`config.mk`:
```
export PLATFORM = sky130hd
export DESIGN_NAME = lamp_switch_timing_supervisor
export DESIGN_NICKNAME = d
export VERILOG_FILES = /design/src/rtl/lamp_timing_pkg.sv /design/src/rtl/step_if.sv /design/src/rtl/lamp_switch_timing_supervisor.sv /design/src/rtl/step_sequencer.sv
export SDC_FILE = /design/constraint.sdc
export NUM_CORES = 1
export LEC_CHECK = 0
export BUFFER_PORTS_ARGS = -buffer_cell sky130_fd_sc_hd__buf_2
export CAP_MARGIN = 20
export CORE_ASPECT_RATIO = 1.25
export CORE_MARGIN = 8
export CORE_UTILIZATION = 47
export DETAILED_ROUTE_END_ITERATION = 10
export PLACE_DENSITY = 0.64
export SYNTH_ARGS = -nofsm -noshare
export SYNTH_HDL_FRONTEND = slang
export SYNTH_SLANG_ARGS = --single-unit
```
`constraint.sdc`:
```
create_clock -name sys_clk -period 5.9 [get_ports sys_clk]
set_clock_uncertainty 0.15 [all_clocks]
set_input_delay 0.885 -clock sys_clk [delete_from_list [all_inputs] [get_ports sys_clk]]
set_output_delay 0.885 -clock sys_clk [all_outputs]
set_load 0.005 [all_outputs]
```
`src/rtl/lamp_timing_pkg.sv`:
```
// Purpose: shared constants
// Assumes: sys_clk at 125 MHz
// Notes: step tables are typical durations in 10 us ticks
package lamp_timing_pkg;

    localparam int CLK_HZ = 125_000_000;
    localparam int CLK_MHZ = 125;

    // pin bundle layout after synchronisation
    localparam int PIN_W = 24;
    localparam int PIN_DIN_LSB = 0;
    localparam int PIN_CSN = 4;
    localparam int PIN_SCLK = 5;
    localparam int PIN_SDI = 6;
    localparam int PIN_FSI = 7;
    localparam int PIN_FLT_LSB = 8;

    localparam int SPI_BITS = 16;
    localparam logic [4:0] SPI_BITS_LAST = 5'h10;

    localparam int FAULT_BLANK_NS = 5000;
    localparam logic [9:0] FAULT_BLANK_CYC = 10'(FAULT_BLANK_NS * CLK_MHZ / 1000);
    localparam int SHUTDOWN_NS = 7000;
    localparam logic [9:0] SHUTDOWN_CYC = 10'(SHUTDOWN_NS * CLK_MHZ / 1000);
    localparam int SENSE_VALID_US = 100;
    localparam logic [13:0] SENSE_VALID_CYC = 14'(SENSE_VALID_US * CLK_MHZ);
    localparam int CAL_MIN_US = 20;
    localparam logic [15:0] CAL_MIN_CYC = 16'(CAL_MIN_US * CLK_MHZ);
    localparam int CAL_MAX_US = 200;
    localparam logic [15:0] CAL_MAX_CYC = 16'(CAL_MAX_US * CLK_MHZ);
    localparam int STEP_TICK_US = 10;
    localparam logic [10:0] STEP_TICK_CYC = 11'(STEP_TICK_US * CLK_MHZ);
    localparam int CF_LOW_HZ = 2000;
    localparam logic [16:0] CF_LOW_CYC = 17'(CLK_HZ / CF_LOW_HZ);
    localparam int CF_HIGH_HZ = 200_000;
    localparam logic [16:0] CF_HIGH_CYC = 17'(CLK_HZ / CF_HIGH_HZ);
    localparam int PWM_DEF_HZ = 120;
    localparam int PWM_STEPS = 256;
    localparam logic [15:0] PWM_DEF_TICK_CYC = 16'(CLK_HZ / (PWM_DEF_HZ * PWM_STEPS));
    localparam logic [7:0] DUTY_OFF = 8'h00;
    localparam logic [7:0] DUTY_FULL = 8'hFF;
    localparam int TOGGLE_MS = 250;
    localparam logic [25:0] TOGGLE_CYC_DEF = 26'(TOGGLE_MS * (CLK_HZ / 1000));
    localparam int WDOG_MS = 310;
    localparam logic [25:0] WDOG_CYC_DEF = 26'(WDOG_MS * (CLK_HZ / 1000));
    localparam logic [6:0] OL_DIV_LAST = 7'h7F;

    localparam logic [1:0] OC_SLOW = 2'h0;
    localparam logic [1:0] OC_FAST = 2'h1;
    localparam logic [1:0] OC_MEDIUM = 2'h2;
    localparam logic [1:0] OC_VERY_SLOW = 2'h3;
    localparam logic [2:0] OC_LAST_STEP = 3'h6;
    localparam logic [2:0] COOL_LAST_STEP = 3'h5;

    typedef logic [17:0] step_t;

    // rows indexed by the profile code
    localparam step_t OC_STEP [4][7] = '{
        '{18'h1F4, 18'h0AC, 18'h0C8, 18'h12C, 18'h1F4, 18'h4C4, 18'h116C},
        '{18'h0F8, 18'h050, 18'h068, 18'h09E, 18'h0E0, 18'h264, 18'h08AC},
        '{18'h3D4, 18'h140, 18'h1A4, 18'h244, 18'h3D4, 18'h988, 18'h22D8},
        '{18'h7A8, 18'h280, 18'h348, 18'h488, 18'h7A8, 18'h1310, 18'h45B0}
    };
    localparam step_t COOL_STEP [4][7] = '{
        '{18'h145C8, 18'h0AF00, 18'h0C738, 18'h0E8D0, 18'h11878, 18'h15EC8, 18'h0},
        '{18'h0A348, 18'h05780, 18'h06338, 18'h07148, 18'h08CA0, 18'h0FD20, 18'h0},
        '{18'h28B90, 18'h15D38, 18'h18F38, 18'h1D1A0, 18'h23028, 18'h2BD90, 18'h0},
        '{18'h145C8, 18'h0AF00, 18'h0C738, 18'h0E8D0, 18'h11878, 18'h15EC8, 18'h0}
    };

endpackage : lamp_timing_pkg

```
`src/rtl/step_if.sv`:
```
// Purpose: supervisor to sequencer link
// Assumes: all signals on sys_clk
// Notes: start and tick are one-cycle pulses
`timescale 1ns/100ps
`default_nettype none
interface step_if;
    logic start;
    logic [1:0] profileSel;
    logic tick;
    logic [2:0] stepIdx;
    logic busy;
    modport seq (input start, input profileSel, input tick, output stepIdx, output busy);
    modport ctl (output start, output profileSel, output tick, input stepIdx, input busy);
endinterface : step_if
`default_nettype wire

```
`src/rtl/lamp_switch_timing_supervisor.sv`:
```
// Purpose: timing supervision of a four-channel protected lamp switch
// Assumes: pins pass two flip-flops
// Notes: analog parts live outside
`timescale 1ns/100ps
`default_nettype none
// Notes on behaviour
// - four over-current profiles, seven steps each
// - cooling profiles, six steps each
// - slow cooling first 1668 ms, last 1796 ms
// - clock fail below about 2 kHz
// - clock fail above about 200 kHz
// - detector runs only with external PWM clock
// - output PWM frequency at most 1 kHz
// - uncalibrated internal PWM about 120 Hz
// - calibrated PWM within ten percent of target
// - calibration pulse between 20 and 200 us
// - duty of 0 and 100 percent supported
// - direct input toggle timeout 250 ms
// - watchdog expires 310 ms after reset release
// - fault flag asserted after 5 us blanking
// - output off 7 us after flag
// - sense valid 100 us after chip select
// - LED open-load check every 128 clocks
// - sample on falling, shift on rising edge
// - chip select rise loads received word
// - watchdog enabled while fail-safe input open
module lamp_switch_timing_supervisor import lamp_timing_pkg::*; #(
    parameter logic [25:0] TOGGLE_CYC = TOGGLE_CYC_DEF,
    parameter logic [25:0] WDOG_CYC = WDOG_CYC_DEF,
    parameter logic [16:0] CLKFAIL_LOW_CYC = CF_LOW_CYC,
    parameter logic [13:0] SENSE_CYC = SENSE_VALID_CYC,
    parameter logic [15:0] CAL_MAX = CAL_MAX_CYC,
    parameter logic [15:0] PWM_TICK_DEF = PWM_DEF_TICK_CYC
) (
    input wire logic sys_clk,
    input wire logic rstn,
    input wire logic [3:0] directCtrlIn,
    input wire logic chipSelN,
    input wire logic serialClk,
    input wire logic serialDataIn,
    input wire logic failsafeCfgIn,
    input wire logic [3:0] overTemperatureFault,
    input wire logic [3:0] overCurrentFault,
    input wire logic [3:0] shortCircuitFault,
    input wire logic [3:0] undervoltageFault,
    input wire logic [1:0] overcurrentProfileSel,
    input wire logic [1:0] coolingProfileSel,
    input wire logic pwmEnable,
    input wire logic clockSelect,
    input wire logic ledMode,
    input wire logic [3:0] outputCmd,
    input wire logic [3:0][7:0] pwmDuty,
    output logic [3:0] powerOutput,
    output logic faultFlagNOut,
    output logic faultFlagNOe,
    output logic serialDataOut,
    output logic serialDataOe,
    output logic [15:0] spiWord,
    output logic spiWordStrobe,
    output logic senseOutputValid,
    output logic clockFail,
    output logic watchdogExpired,
    output logic [3:0] inputTimeout,
    output logic openLoadStrobe,
    output logic calibrated,
    output logic [2:0] ocStep,
    output logic [2:0] coolStep
);

    typedef struct packed {
        logic [PIN_W-1:0] pinA;
        logic [PIN_W-1:0] pinB;
        logic [PIN_W-1:0] pinC;
        logic [10:0] stepTickCnt;
        logic stepTick;
        logic [15:0] spiShift;
        logic [4:0] bitCnt;
        logic [15:0] spiWord;
        logic spiStrobe;
        logic [15:0] soShift;
        logic soOe;
        logic [13:0] senseCnt;
        logic senseValid;
        logic [15:0] csLowCnt;
        logic [15:0] calTick;
        logic calibrated;
        logic [15:0] pwmTickCnt;
        logic [7:0] pwmCnt;
        logic [16:0] in0PerCnt;
        logic clockFail;
        logic [6:0] olCnt;
        logic openLoadStrobe;
        logic [3:0][25:0] togCnt;
        logic [3:0] inTimeout;
        logic [25:0] wdCnt;
        logic wdExpired;
        logic [3:0][9:0] blankCnt;
        logic [3:0][9:0] offCnt;
        logic [3:0] shutOff;
        logic faultFlag;
        logic coolSeen;
        logic ocStart;
        logic coolStart;
        logic [3:0] pwrOut;
    } sup_s;

    sup_s s_r;
    sup_s s_nxt;
    logic [PIN_W-1:0] rawPins;
    logic [3:0] dinB;
    logic csnB;
    logic in0Rise;
    logic csFall;
    logic csRise;
    logic sclkRise;
    logic sclkFall;
    logic wordDone;
    logic clockExt;
    logic [3:0] faultAny;
    logic [15:0] statusWord;
    logic [15:0] pwmLimit;

    step_if ocIf ();
    step_if coolIf ();

    assign rawPins = {undervoltageFault, shortCircuitFault, overCurrentFault, overTemperatureFault,
                      failsafeCfgIn, serialDataIn, serialClk, chipSelN, directCtrlIn};

    // edges are taken between the second and third stages only
    assign dinB = s_r.pinB[PIN_DIN_LSB +: 4];
    assign csnB = s_r.pinB[PIN_CSN];
    assign in0Rise = s_r.pinB[PIN_DIN_LSB] & ~s_r.pinC[PIN_DIN_LSB];
    assign csFall = ~s_r.pinB[PIN_CSN] & s_r.pinC[PIN_CSN];
    assign csRise = s_r.pinB[PIN_CSN] & ~s_r.pinC[PIN_CSN];
    assign sclkRise = s_r.pinB[PIN_SCLK] & ~s_r.pinC[PIN_SCLK];
    assign sclkFall = ~s_r.pinB[PIN_SCLK] & s_r.pinC[PIN_SCLK];
    assign wordDone = csRise & (s_r.bitCnt == SPI_BITS_LAST);
    assign clockExt = pwmEnable & ~clockSelect;
    assign faultAny = s_r.pinB[PIN_FLT_LSB +: 4] | s_r.pinB[PIN_FLT_LSB + 4 +: 4]
                    | s_r.pinB[PIN_FLT_LSB + 8 +: 4] | s_r.pinB[PIN_FLT_LSB + 12 +: 4];
    assign statusWord = {s_r.faultFlag, s_r.clockFail, s_r.wdExpired, s_r.calibrated,
                         s_r.inTimeout, s_r.shutOff, s_r.pwrOut};
    assign pwmLimit = s_r.calibrated ? s_r.calTick : PWM_TICK_DEF;

    always_comb begin
        s_nxt = s_r;
        s_nxt.pinA = rawPins;
        s_nxt.pinB = s_r.pinA;
        s_nxt.pinC = s_r.pinB;
        s_nxt.spiStrobe = 1'b0;
        s_nxt.stepTick = 1'b0;
        s_nxt.openLoadStrobe = 1'b0;
        s_nxt.ocStart = 1'b0;
        s_nxt.coolStart = 1'b0;

        // 10 us step time base
        if (s_r.stepTickCnt == STEP_TICK_CYC - 11'h1) begin
            s_nxt.stepTickCnt = '0;
            s_nxt.stepTick = 1'b1;
        end else begin
            s_nxt.stepTickCnt = s_r.stepTickCnt + 11'h1;
        end

        // serial port
        s_nxt.soOe = ~csnB;
        if (csFall) begin
            s_nxt.soShift = statusWord;
            s_nxt.bitCnt = '0;
        end else if (!csnB) begin
            if (sclkFall) begin
                s_nxt.spiShift = {s_r.spiShift[14:0], s_r.pinB[PIN_SDI]};
                if (s_r.bitCnt != SPI_BITS_LAST) begin
                    s_nxt.bitCnt = s_r.bitCnt + 5'h1;
                end
            end
            if (sclkRise && s_r.bitCnt != 5'h0) begin
                s_nxt.soShift = {s_r.soShift[14:0], 1'b0};
            end
        end
        if (wordDone) begin
            s_nxt.spiWord = s_r.spiShift;
            s_nxt.spiStrobe = 1'b1;
        end

        // sense settling after each chip select rise
        if (csRise) begin
            s_nxt.senseCnt = '0;
            s_nxt.senseValid = 1'b0;
        end else if (!s_r.senseValid) begin
            if (s_r.senseCnt == SENSE_CYC - 14'h1) begin
                s_nxt.senseValid = 1'b1;
            end else begin
                s_nxt.senseCnt = s_r.senseCnt + 14'h1;
            end
        end

        // calibration pulse measured on chip select low time
        if (csFall) begin
            s_nxt.csLowCnt = '0;
        end else if (!csnB && s_r.csLowCnt != 16'hFFFF) begin
            s_nxt.csLowCnt = s_r.csLowCnt + 16'h1;
        end
        if (csRise && s_r.csLowCnt >= CAL_MIN_CYC && s_r.csLowCnt <= CAL_MAX) begin
            s_nxt.calibrated = 1'b1;
            s_nxt.calTick = s_r.csLowCnt;
        end

        // pwm time base, 256 ticks per period keeps the rate under 1 kHz
        if (clockExt) begin
            if (in0Rise) begin
                s_nxt.pwmCnt = s_r.pwmCnt + 8'h1;
            end
        end else if (s_r.pwmTickCnt >= pwmLimit - 16'h1) begin
            s_nxt.pwmTickCnt = '0;
            s_nxt.pwmCnt = s_r.pwmCnt + 8'h1;
        end else begin
            s_nxt.pwmTickCnt = s_r.pwmTickCnt + 16'h1;
        end

        // external clock supervision
        if (!clockExt) begin
            s_nxt.in0PerCnt = '0;
            s_nxt.clockFail = 1'b0;
        end else if (in0Rise) begin
            s_nxt.in0PerCnt = '0;
            s_nxt.clockFail = (s_r.in0PerCnt < CF_HIGH_CYC);
        end else if (s_r.in0PerCnt >= CLKFAIL_LOW_CYC) begin
            s_nxt.clockFail = 1'b1;
        end else begin
            s_nxt.in0PerCnt = s_r.in0PerCnt + 17'h1;
        end

        // cyclic open-load check in LED mode
        if (ledMode && in0Rise) begin
            s_nxt.olCnt = s_r.olCnt + 7'h1;
            s_nxt.openLoadStrobe = (s_r.olCnt == OL_DIV_LAST);
        end

        // watchdog, restarted by each complete serial word
        if (!s_r.pinB[PIN_FSI]) begin
            s_nxt.wdCnt = '0;
            s_nxt.wdExpired = 1'b0;
        end else if (!s_r.wdExpired) begin
            if (wordDone) begin
                s_nxt.wdCnt = '0;
            end else if (s_r.wdCnt == WDOG_CYC - 26'h1) begin
                s_nxt.wdExpired = 1'b1;
            end else begin
                s_nxt.wdCnt = s_r.wdCnt + 26'h1;
            end
        end

        // cooling run done: retry channels whose fault is gone
        if (coolIf.busy) begin
            s_nxt.coolSeen = 1'b1;
        end else if (s_r.coolSeen) begin
            s_nxt.coolSeen = 1'b0;
            s_nxt.shutOff = s_r.shutOff & faultAny;
        end

        for (int i = 0; i < 4; i++) begin
            // toggle timeout per direct input
            if (dinB[i] != s_r.pinC[PIN_DIN_LSB + i]) begin
                s_nxt.togCnt[i] = '0;
                s_nxt.inTimeout[i] = 1'b0;
            end else if (s_r.togCnt[i] == TOGGLE_CYC - 26'h1) begin
                s_nxt.inTimeout[i] = 1'b1;
            end else begin
                s_nxt.togCnt[i] = s_r.togCnt[i] + 26'h1;
            end

            // fault blanking then delayed shutdown
            if (!faultAny[i]) begin
                s_nxt.blankCnt[i] = '0;
                s_nxt.offCnt[i] = '0;
            end else if (s_r.blankCnt[i] != FAULT_BLANK_CYC) begin
                s_nxt.blankCnt[i] = s_r.blankCnt[i] + 10'h1;
            end else if (!s_r.shutOff[i]) begin
                if (s_r.offCnt[i] == SHUTDOWN_CYC - 10'h1) begin
                    s_nxt.shutOff[i] = 1'b1;
                    s_nxt.coolStart = 1'b1;
                    s_nxt.offCnt[i] = '0;
                end else begin
                    s_nxt.offCnt[i] = s_r.offCnt[i] + 10'h1;
                end
            end

            // output select: fail-safe, pwm or plain command
            if (s_r.wdExpired) begin
                s_nxt.pwrOut[i] = dinB[i];
            end else if (pwmEnable) begin
                if (pwmDuty[i] == DUTY_OFF) begin
                    s_nxt.pwrOut[i] = 1'b0;
                end else if (pwmDuty[i] == DUTY_FULL) begin
                    s_nxt.pwrOut[i] = 1'b1;
                end else begin
                    s_nxt.pwrOut[i] = (s_r.pwmCnt < pwmDuty[i]);
                end
            end else begin
                s_nxt.pwrOut[i] = outputCmd[i];
            end
            if (s_r.shutOff[i] || (clockExt && s_r.clockFail)) begin
                s_nxt.pwrOut[i] = 1'b0;
            end
        end

        s_nxt.faultFlag = 1'b0;
        for (int i = 0; i < 4; i++) begin
            if (s_r.blankCnt[i] == FAULT_BLANK_CYC || s_r.shutOff[i]) begin
                s_nxt.faultFlag = 1'b1;
            end
        end
        if ((s_nxt.pwrOut & ~s_r.pwrOut) != 4'h0) begin
            s_nxt.ocStart = 1'b1;
        end
    end

    always_ff @(posedge sys_clk or negedge rstn) begin
        if (!rstn) begin
            s_r <= '0;
        end else begin
            s_r <= s_nxt;
        end
    end

    assign ocIf.start = s_r.ocStart;
    assign ocIf.profileSel = overcurrentProfileSel;
    assign ocIf.tick = s_r.stepTick;
    assign coolIf.start = s_r.coolStart;
    assign coolIf.profileSel = coolingProfileSel;
    assign coolIf.tick = s_r.stepTick;

    step_sequencer #(.COOLING(1'b0)) ocSeq (
        .sys_clk(sys_clk),
        .rstn(rstn),
        .link(ocIf)
    );

    step_sequencer #(.COOLING(1'b1)) coolSeq (
        .sys_clk(sys_clk),
        .rstn(rstn),
        .link(coolIf)
    );

    assign powerOutput = s_r.pwrOut;
    assign faultFlagNOut = 1'b0;
    assign faultFlagNOe = s_r.faultFlag;
    assign serialDataOut = s_r.soShift[15];
    assign serialDataOe = s_r.soOe;
    assign spiWord = s_r.spiWord;
    assign spiWordStrobe = s_r.spiStrobe;
    assign senseOutputValid = s_r.senseValid;
    assign clockFail = s_r.clockFail;
    assign watchdogExpired = s_r.wdExpired;
    assign inputTimeout = s_r.inTimeout;
    assign openLoadStrobe = s_r.openLoadStrobe;
    assign calibrated = s_r.calibrated;
    assign ocStep = ocIf.stepIdx;
    assign coolStep = coolIf.stepIdx;

endmodule : lamp_switch_timing_supervisor
`default_nettype wire

```
`src/rtl/step_sequencer.sv`:
```
// Purpose: walks the step durations of one timing profile
// Assumes: tick is a 10 us enable pulse
// Notes: a new start restarts at step one
`timescale 1ns/100ps
`default_nettype none
module step_sequencer import lamp_timing_pkg::*; #(
    parameter bit COOLING = 1'b0
) (
    input wire logic sys_clk,
    input wire logic rstn,
    step_if.seq link
);

    typedef enum logic {SEQ_IDLE, SEQ_RUN} seq_e;
    typedef struct packed {
        seq_e state;
        logic [1:0] prof;
        logic [2:0] stepIdx;
        step_t cnt;
        logic busy;
    } seq_s;

    seq_s s_r;
    seq_s s_nxt;
    step_t dur;
    logic [2:0] lastStep;

    assign lastStep = COOLING ? COOL_LAST_STEP : OC_LAST_STEP;
    assign dur = COOLING ? COOL_STEP[s_r.prof][s_r.stepIdx] : OC_STEP[s_r.prof][s_r.stepIdx];

    always_comb begin
        s_nxt = s_r;
        case (s_r.state)
            SEQ_IDLE: begin
                s_nxt.busy = 1'b0;
            end
            SEQ_RUN: begin
                if (link.tick) begin
                    s_nxt.cnt = s_r.cnt + 18'h1;
                    if (s_r.cnt + 18'h1 >= dur) begin
                        s_nxt.cnt = '0;
                        if (s_r.stepIdx == lastStep) begin
                            s_nxt.state = SEQ_IDLE;
                            s_nxt.busy = 1'b0;
                            s_nxt.stepIdx = '0;
                        end else begin
                            s_nxt.stepIdx = s_r.stepIdx + 3'h1;
                        end
                    end
                end
            end
            default: begin
                s_nxt.state = SEQ_IDLE;
            end
        endcase
        if (link.start) begin
            s_nxt.state = SEQ_RUN;
            s_nxt.prof = link.profileSel;
            s_nxt.stepIdx = '0;
            s_nxt.cnt = '0;
            s_nxt.busy = 1'b1;
        end
    end

    always_ff @(posedge sys_clk or negedge rstn) begin
        if (!rstn) begin
            s_r <= '{state: SEQ_IDLE, prof: 2'h0, stepIdx: 3'h0, cnt: 18'h0, busy: 1'b0};
        end else begin
            s_r <= s_nxt;
        end
    end

    assign link.stepIdx = s_r.stepIdx;
    assign link.busy = s_r.busy;

endmodule : step_sequencer
`default_nettype wire

```
==> results.md <==
- Drt wl/cell: about 16 um
- Clk_lat worst skew: approximately 0.6 ns
- P_leak: roughly 14 nW
- EDFF count, synth: 0
- Post-Syn Area: 26,500 um2
- Yosys top cell by area: dfrtp_1
- Rel. slew slack: a little over a quarter
- Clk pwr share: about 42%
- Routability congestion estimate: between 0.8 and 0.9
- Chip width: 229 um
- Count of cell types in the netlist: 85
- Dpl hpwl: about 40,000 um
- Clock sink total: approximately 500
- Switching Share: a little over a quarter
- CP cell instances: nor2b_1 > ha_1 > nand2_1 > or3_1 > or2_2 > nor4_1 > xnor2_1 > and2_1 > ha_1 > and4_1 > a221o_1 > a221oi_1 > o21a_1 > a21boi_1 > mux2_2
- Slew Viols, Final: 0
- Detailed-route vias per instance: 5.55
- Crit path max fanout: 22
- TNS Setup: 0 ns
- Peak VDD IR: between 0.0002 and 0.00025 V
- Initial antenna violation count: 0
- Final Setup Violations: 0
- Final worst slack: roughly 1.2 ns
- Worst-Margin Slew: 1.10 ns
- Warnings from Yosys: 0
- Total power: around 0.0081 W
- Mapped Nets: approximately 3k
- Die Y: 282 um
- # hold bufs at CTS: 0
- Synth Flop Type: dfrtp_1
- Port bufs: roughly 110
- Mapped Cells: about 2.8k
- Initial core utilization: between 40% and 50%
- H-tree levels: 2
- Nets: ~3k
- Num CTS Buffers: a little over 50
- Design area: about 29,000 um2
- 1st-iter DRT viols: 1,221
- Global-route wire length before repair: slightly below 100,000 um
- Overflow after GRT: 0
- Share of the synthesized area in the top cell type: between 40% and 50%
- Post-CTS Resized: 0
- Int Pwr: 0.00599 W
- Placeable Area: between 50,000 and 60,000 um2
- Ant. Diodes: 0
- Mux contribution to synthesized area: roughly 2.6%
- Worst EP required: approximately 6.2 ns
- Fill cell count: ~5k
- Largest net degree at the start of global routing: between 100 and 150
- Die Footprint: approximately 64,000 um2
- CP bufs+invs: 0
- CTS tree: built
- Most used cell, CP: ha_1
- Max Root-Sink Buffers: 3
- RSZ-0062 raised after global routing: no
- Crit path kind: flip-flop to flip-flop
- Crit path time final: 4.72 ns
- Vias after detailed routing: approximately 20k
- Share of layout cells above drive strength 1: 10.1%
- Routed wire length: roughly 58,000 um
- First-pass DRT Iterations: 5
- Min Hold Slack: roughly 0.18 ns
- CP top delay family: simple AND/OR/NAND/NOR gates
- DP Area: approximately 28,000 um2
- Worst-path clk slew: ~0.06 ns
- DP Worst Slack: 1.17 ns
- Share of the synthesized area in compound gates (AO/OA/AOI/OAI): around a tenth
- XOR/XNOR Fraction of Synth Area: approximately 8%
- Final Hold Vio Count: 0
- Critical Path AT: 5.04 ns
- I/O Pins: about 110
- Syn Area/Cell: approximately 9.4 um2
- Worst path slowest cell: dfrtp_1
- Antenna-violating nets left: 0
- P per Cell Area: about 280 nW/um2
- Post-synthesis simple-gate area fraction: around 23%
- Most instantiated cells after synthesis: dfrtp_1 (495), nor2_1 (330), nand2_1 (278)
- DRC Markers: 0
- Final Cycle Share: 80.0%
- Syn-to-layout area delta: 11.0%
- Top cells by area, synth: dfrtp_1 (47%), ha_1 (5.8%), nor2_1 (4.7%)
- Root Driver: clkbuf_16
- Max Clock Freq: about 210 MHz
- Flop pwr share: roughly 48%
- Comb pwr share: a little over a tenth
- Worst hold path type: input pin to async pin
- Synth async-reset ratio: 100%
- Max-Cap Viols: 0
- Row count: 97
- Seq/Total Area, Yosys: about 47%
- Worst Setup Start Kind: flip-flop
- Crit. End Element: flip-flop
- CP max stage delay: around 0.7 ns
- Most common cell in the synthesized netlist: dfrtp_1
- #FFs+latches synth: around 500
- NetSw: about 0.0022 W
- Synth Area in Adders: under 10%
- Setup bufs post-CTS: 0
- Vias in the first global route: roughly 20k
- Status: completed
- Main combinational cell family by area after synthesis: simple AND/OR/NAND/NOR gates
- GRT Overall Usage: between 10% and 20%
final cells by class:
| type | instances | area (um2) | area share, % |
|---|---|---|---|
| inverter | 96 | 360 | 1.22 |
| sequential | 495 | 12400 | 42.0 |
| clock inverter | 30 | 372 | 1.26 |
| multi-input combinational | 2103 | 13200 | 45.0 |
| clock buffer | 65 | 1420 | 4.82 |
| tap | 742 | 928 | 3.15 |
| timing repair buffer | 130 | 753 | 2.56 |
power by group through the flow:
stage | registers (W) | logic, W | clock network (W)
finish | 0.00387 | 0.000851 | 0.00343
global route | 0.00390 | 0.000990 | 0.00366
CTS | 0.00387 | 0.000859 | 0.00353
detailed placement | 0.00393 | 0.000853 | 0
global placement | 0.00391 | 0.000808 | 0
floorplan | 0.00384 | 0.000600 | 0
worst paths after layout:
path / from / endpoint / slack (ns) / cells past startpoint
worst max-delay path: calibrated / s_r[254] / 1.18 / 15
worst min-delay path: rstn / s_r[167] / 0.18 / 1
worst max register to register: calibrated / s_r[254] / 1.18 / 15
worst min register to register: s_nxt[426] / s_nxt[402] / 0.19 / 0
max in group asynchronous: rstn / s_r[76] / 4.07 / 2
min in group sys_clk: s_nxt[426] / s_nxt[402] / 0.19 / 0
per-stage QoR:
step,instances,utilization [%]
after CTS,3656,52.6
after detailed placement,3561,49.4
final,3661,52.7
after global routing,3661,52.7
after global placement,3560,49.4
after floorplan,2815,-
kinds of logic (layout without fill, tap and decap cells):
group / count (synthesis) / after routing
buf+inv: 217 / 321
mux: 64 / 64
other cells: 1 / 1
simple gates: 1216 / 1216
xor+xnor: 236 / 236
flops: 495 / 495
compound gates: 463 / 463
fa+ha+maj: 123 / 123
placed cells by master, fill, tap and decap left out, types with 8 or more instances in the layout:
cell type | netlist | layout
a211oi_1 | 17 | 17
a21boi_0 | 8 | 8
a21o_1 | 20 | 20
a21oi_1 | 132 | 132
a22o_1 | 10 | 10
a31oi_1 | 12 | 12
and2_1 | 31 | 31
and3_1 | 79 | 79
and4_1 | 16 | 16
buf_2 | 6 | 107
buf_4 | 33 | 16
clkbuf_16 | 0 | 52
clkinv_2 | 0 | 11
dfrtp_1 | 495 | 495
ha_1 | 123 | 123
inv_1 | 95 | 95
mux2_2 | 32 | 32
mux2i_1 | 32 | 32
nand2_1 | 278 | 278
nand2b_1 | 32 | 32
nand3_1 | 153 | 153
nand4_1 | 69 | 69
nor2_1 | 330 | 330
nor2b_1 | 23 | 22
nor3_1 | 47 | 47
nor3b_1 | 9 | 9
nor4_1 | 45 | 41
o21ai_0 | 176 | 176
o31ai_1 | 11 | 11
or2_2 | 10 | 10
or3_1 | 33 | 33
or4_1 | 13 | 13
xnor2_1 | 99 | 99
xor2_1 | 137 | 134
per-layer routing:
| metal | share of wire [%] | track usage (%) |
|---|---|---|
| met1 | 44 | 22.1 |
| met2 | 50 | 31.2 |
| met3 | 3.5 | 2.95 |
| met4 | 2.7 | 5.86 |
| met5 | 0 | 0 |
sequential cells by signal (all words and copies together) (netlist names), 3 cells and up:
name                  flops
coolSeq.s_r              21
s_nxt                    43
inputTimeout              4
s_r                     362
dinB                      4
spiWord                  16
coolSeq.link.stepIdx      3
ocSeq.link.stepIdx        3
powerOutput               4
ocSeq.s_r                21
worst reg2reg max path, stage by stage (launching register included):
cell	delay (ns)
dfrtp_1	0.70
nor2b_1	0.25
ha_1	0.20
nand2_1	0.08
or3_1	0.32
or2_2	0.31
nor4_1	0.24
xnor2_1	0.10
and2_1	0.16
ha_1	0.28
and4_1	0.23
a221o_1	0.30
a221oi_1	0.27
o21a_1	0.52
a21boi_1	0.19
mux2_2	0.30
No activity file was read; power rests on OpenSTA's default activity.
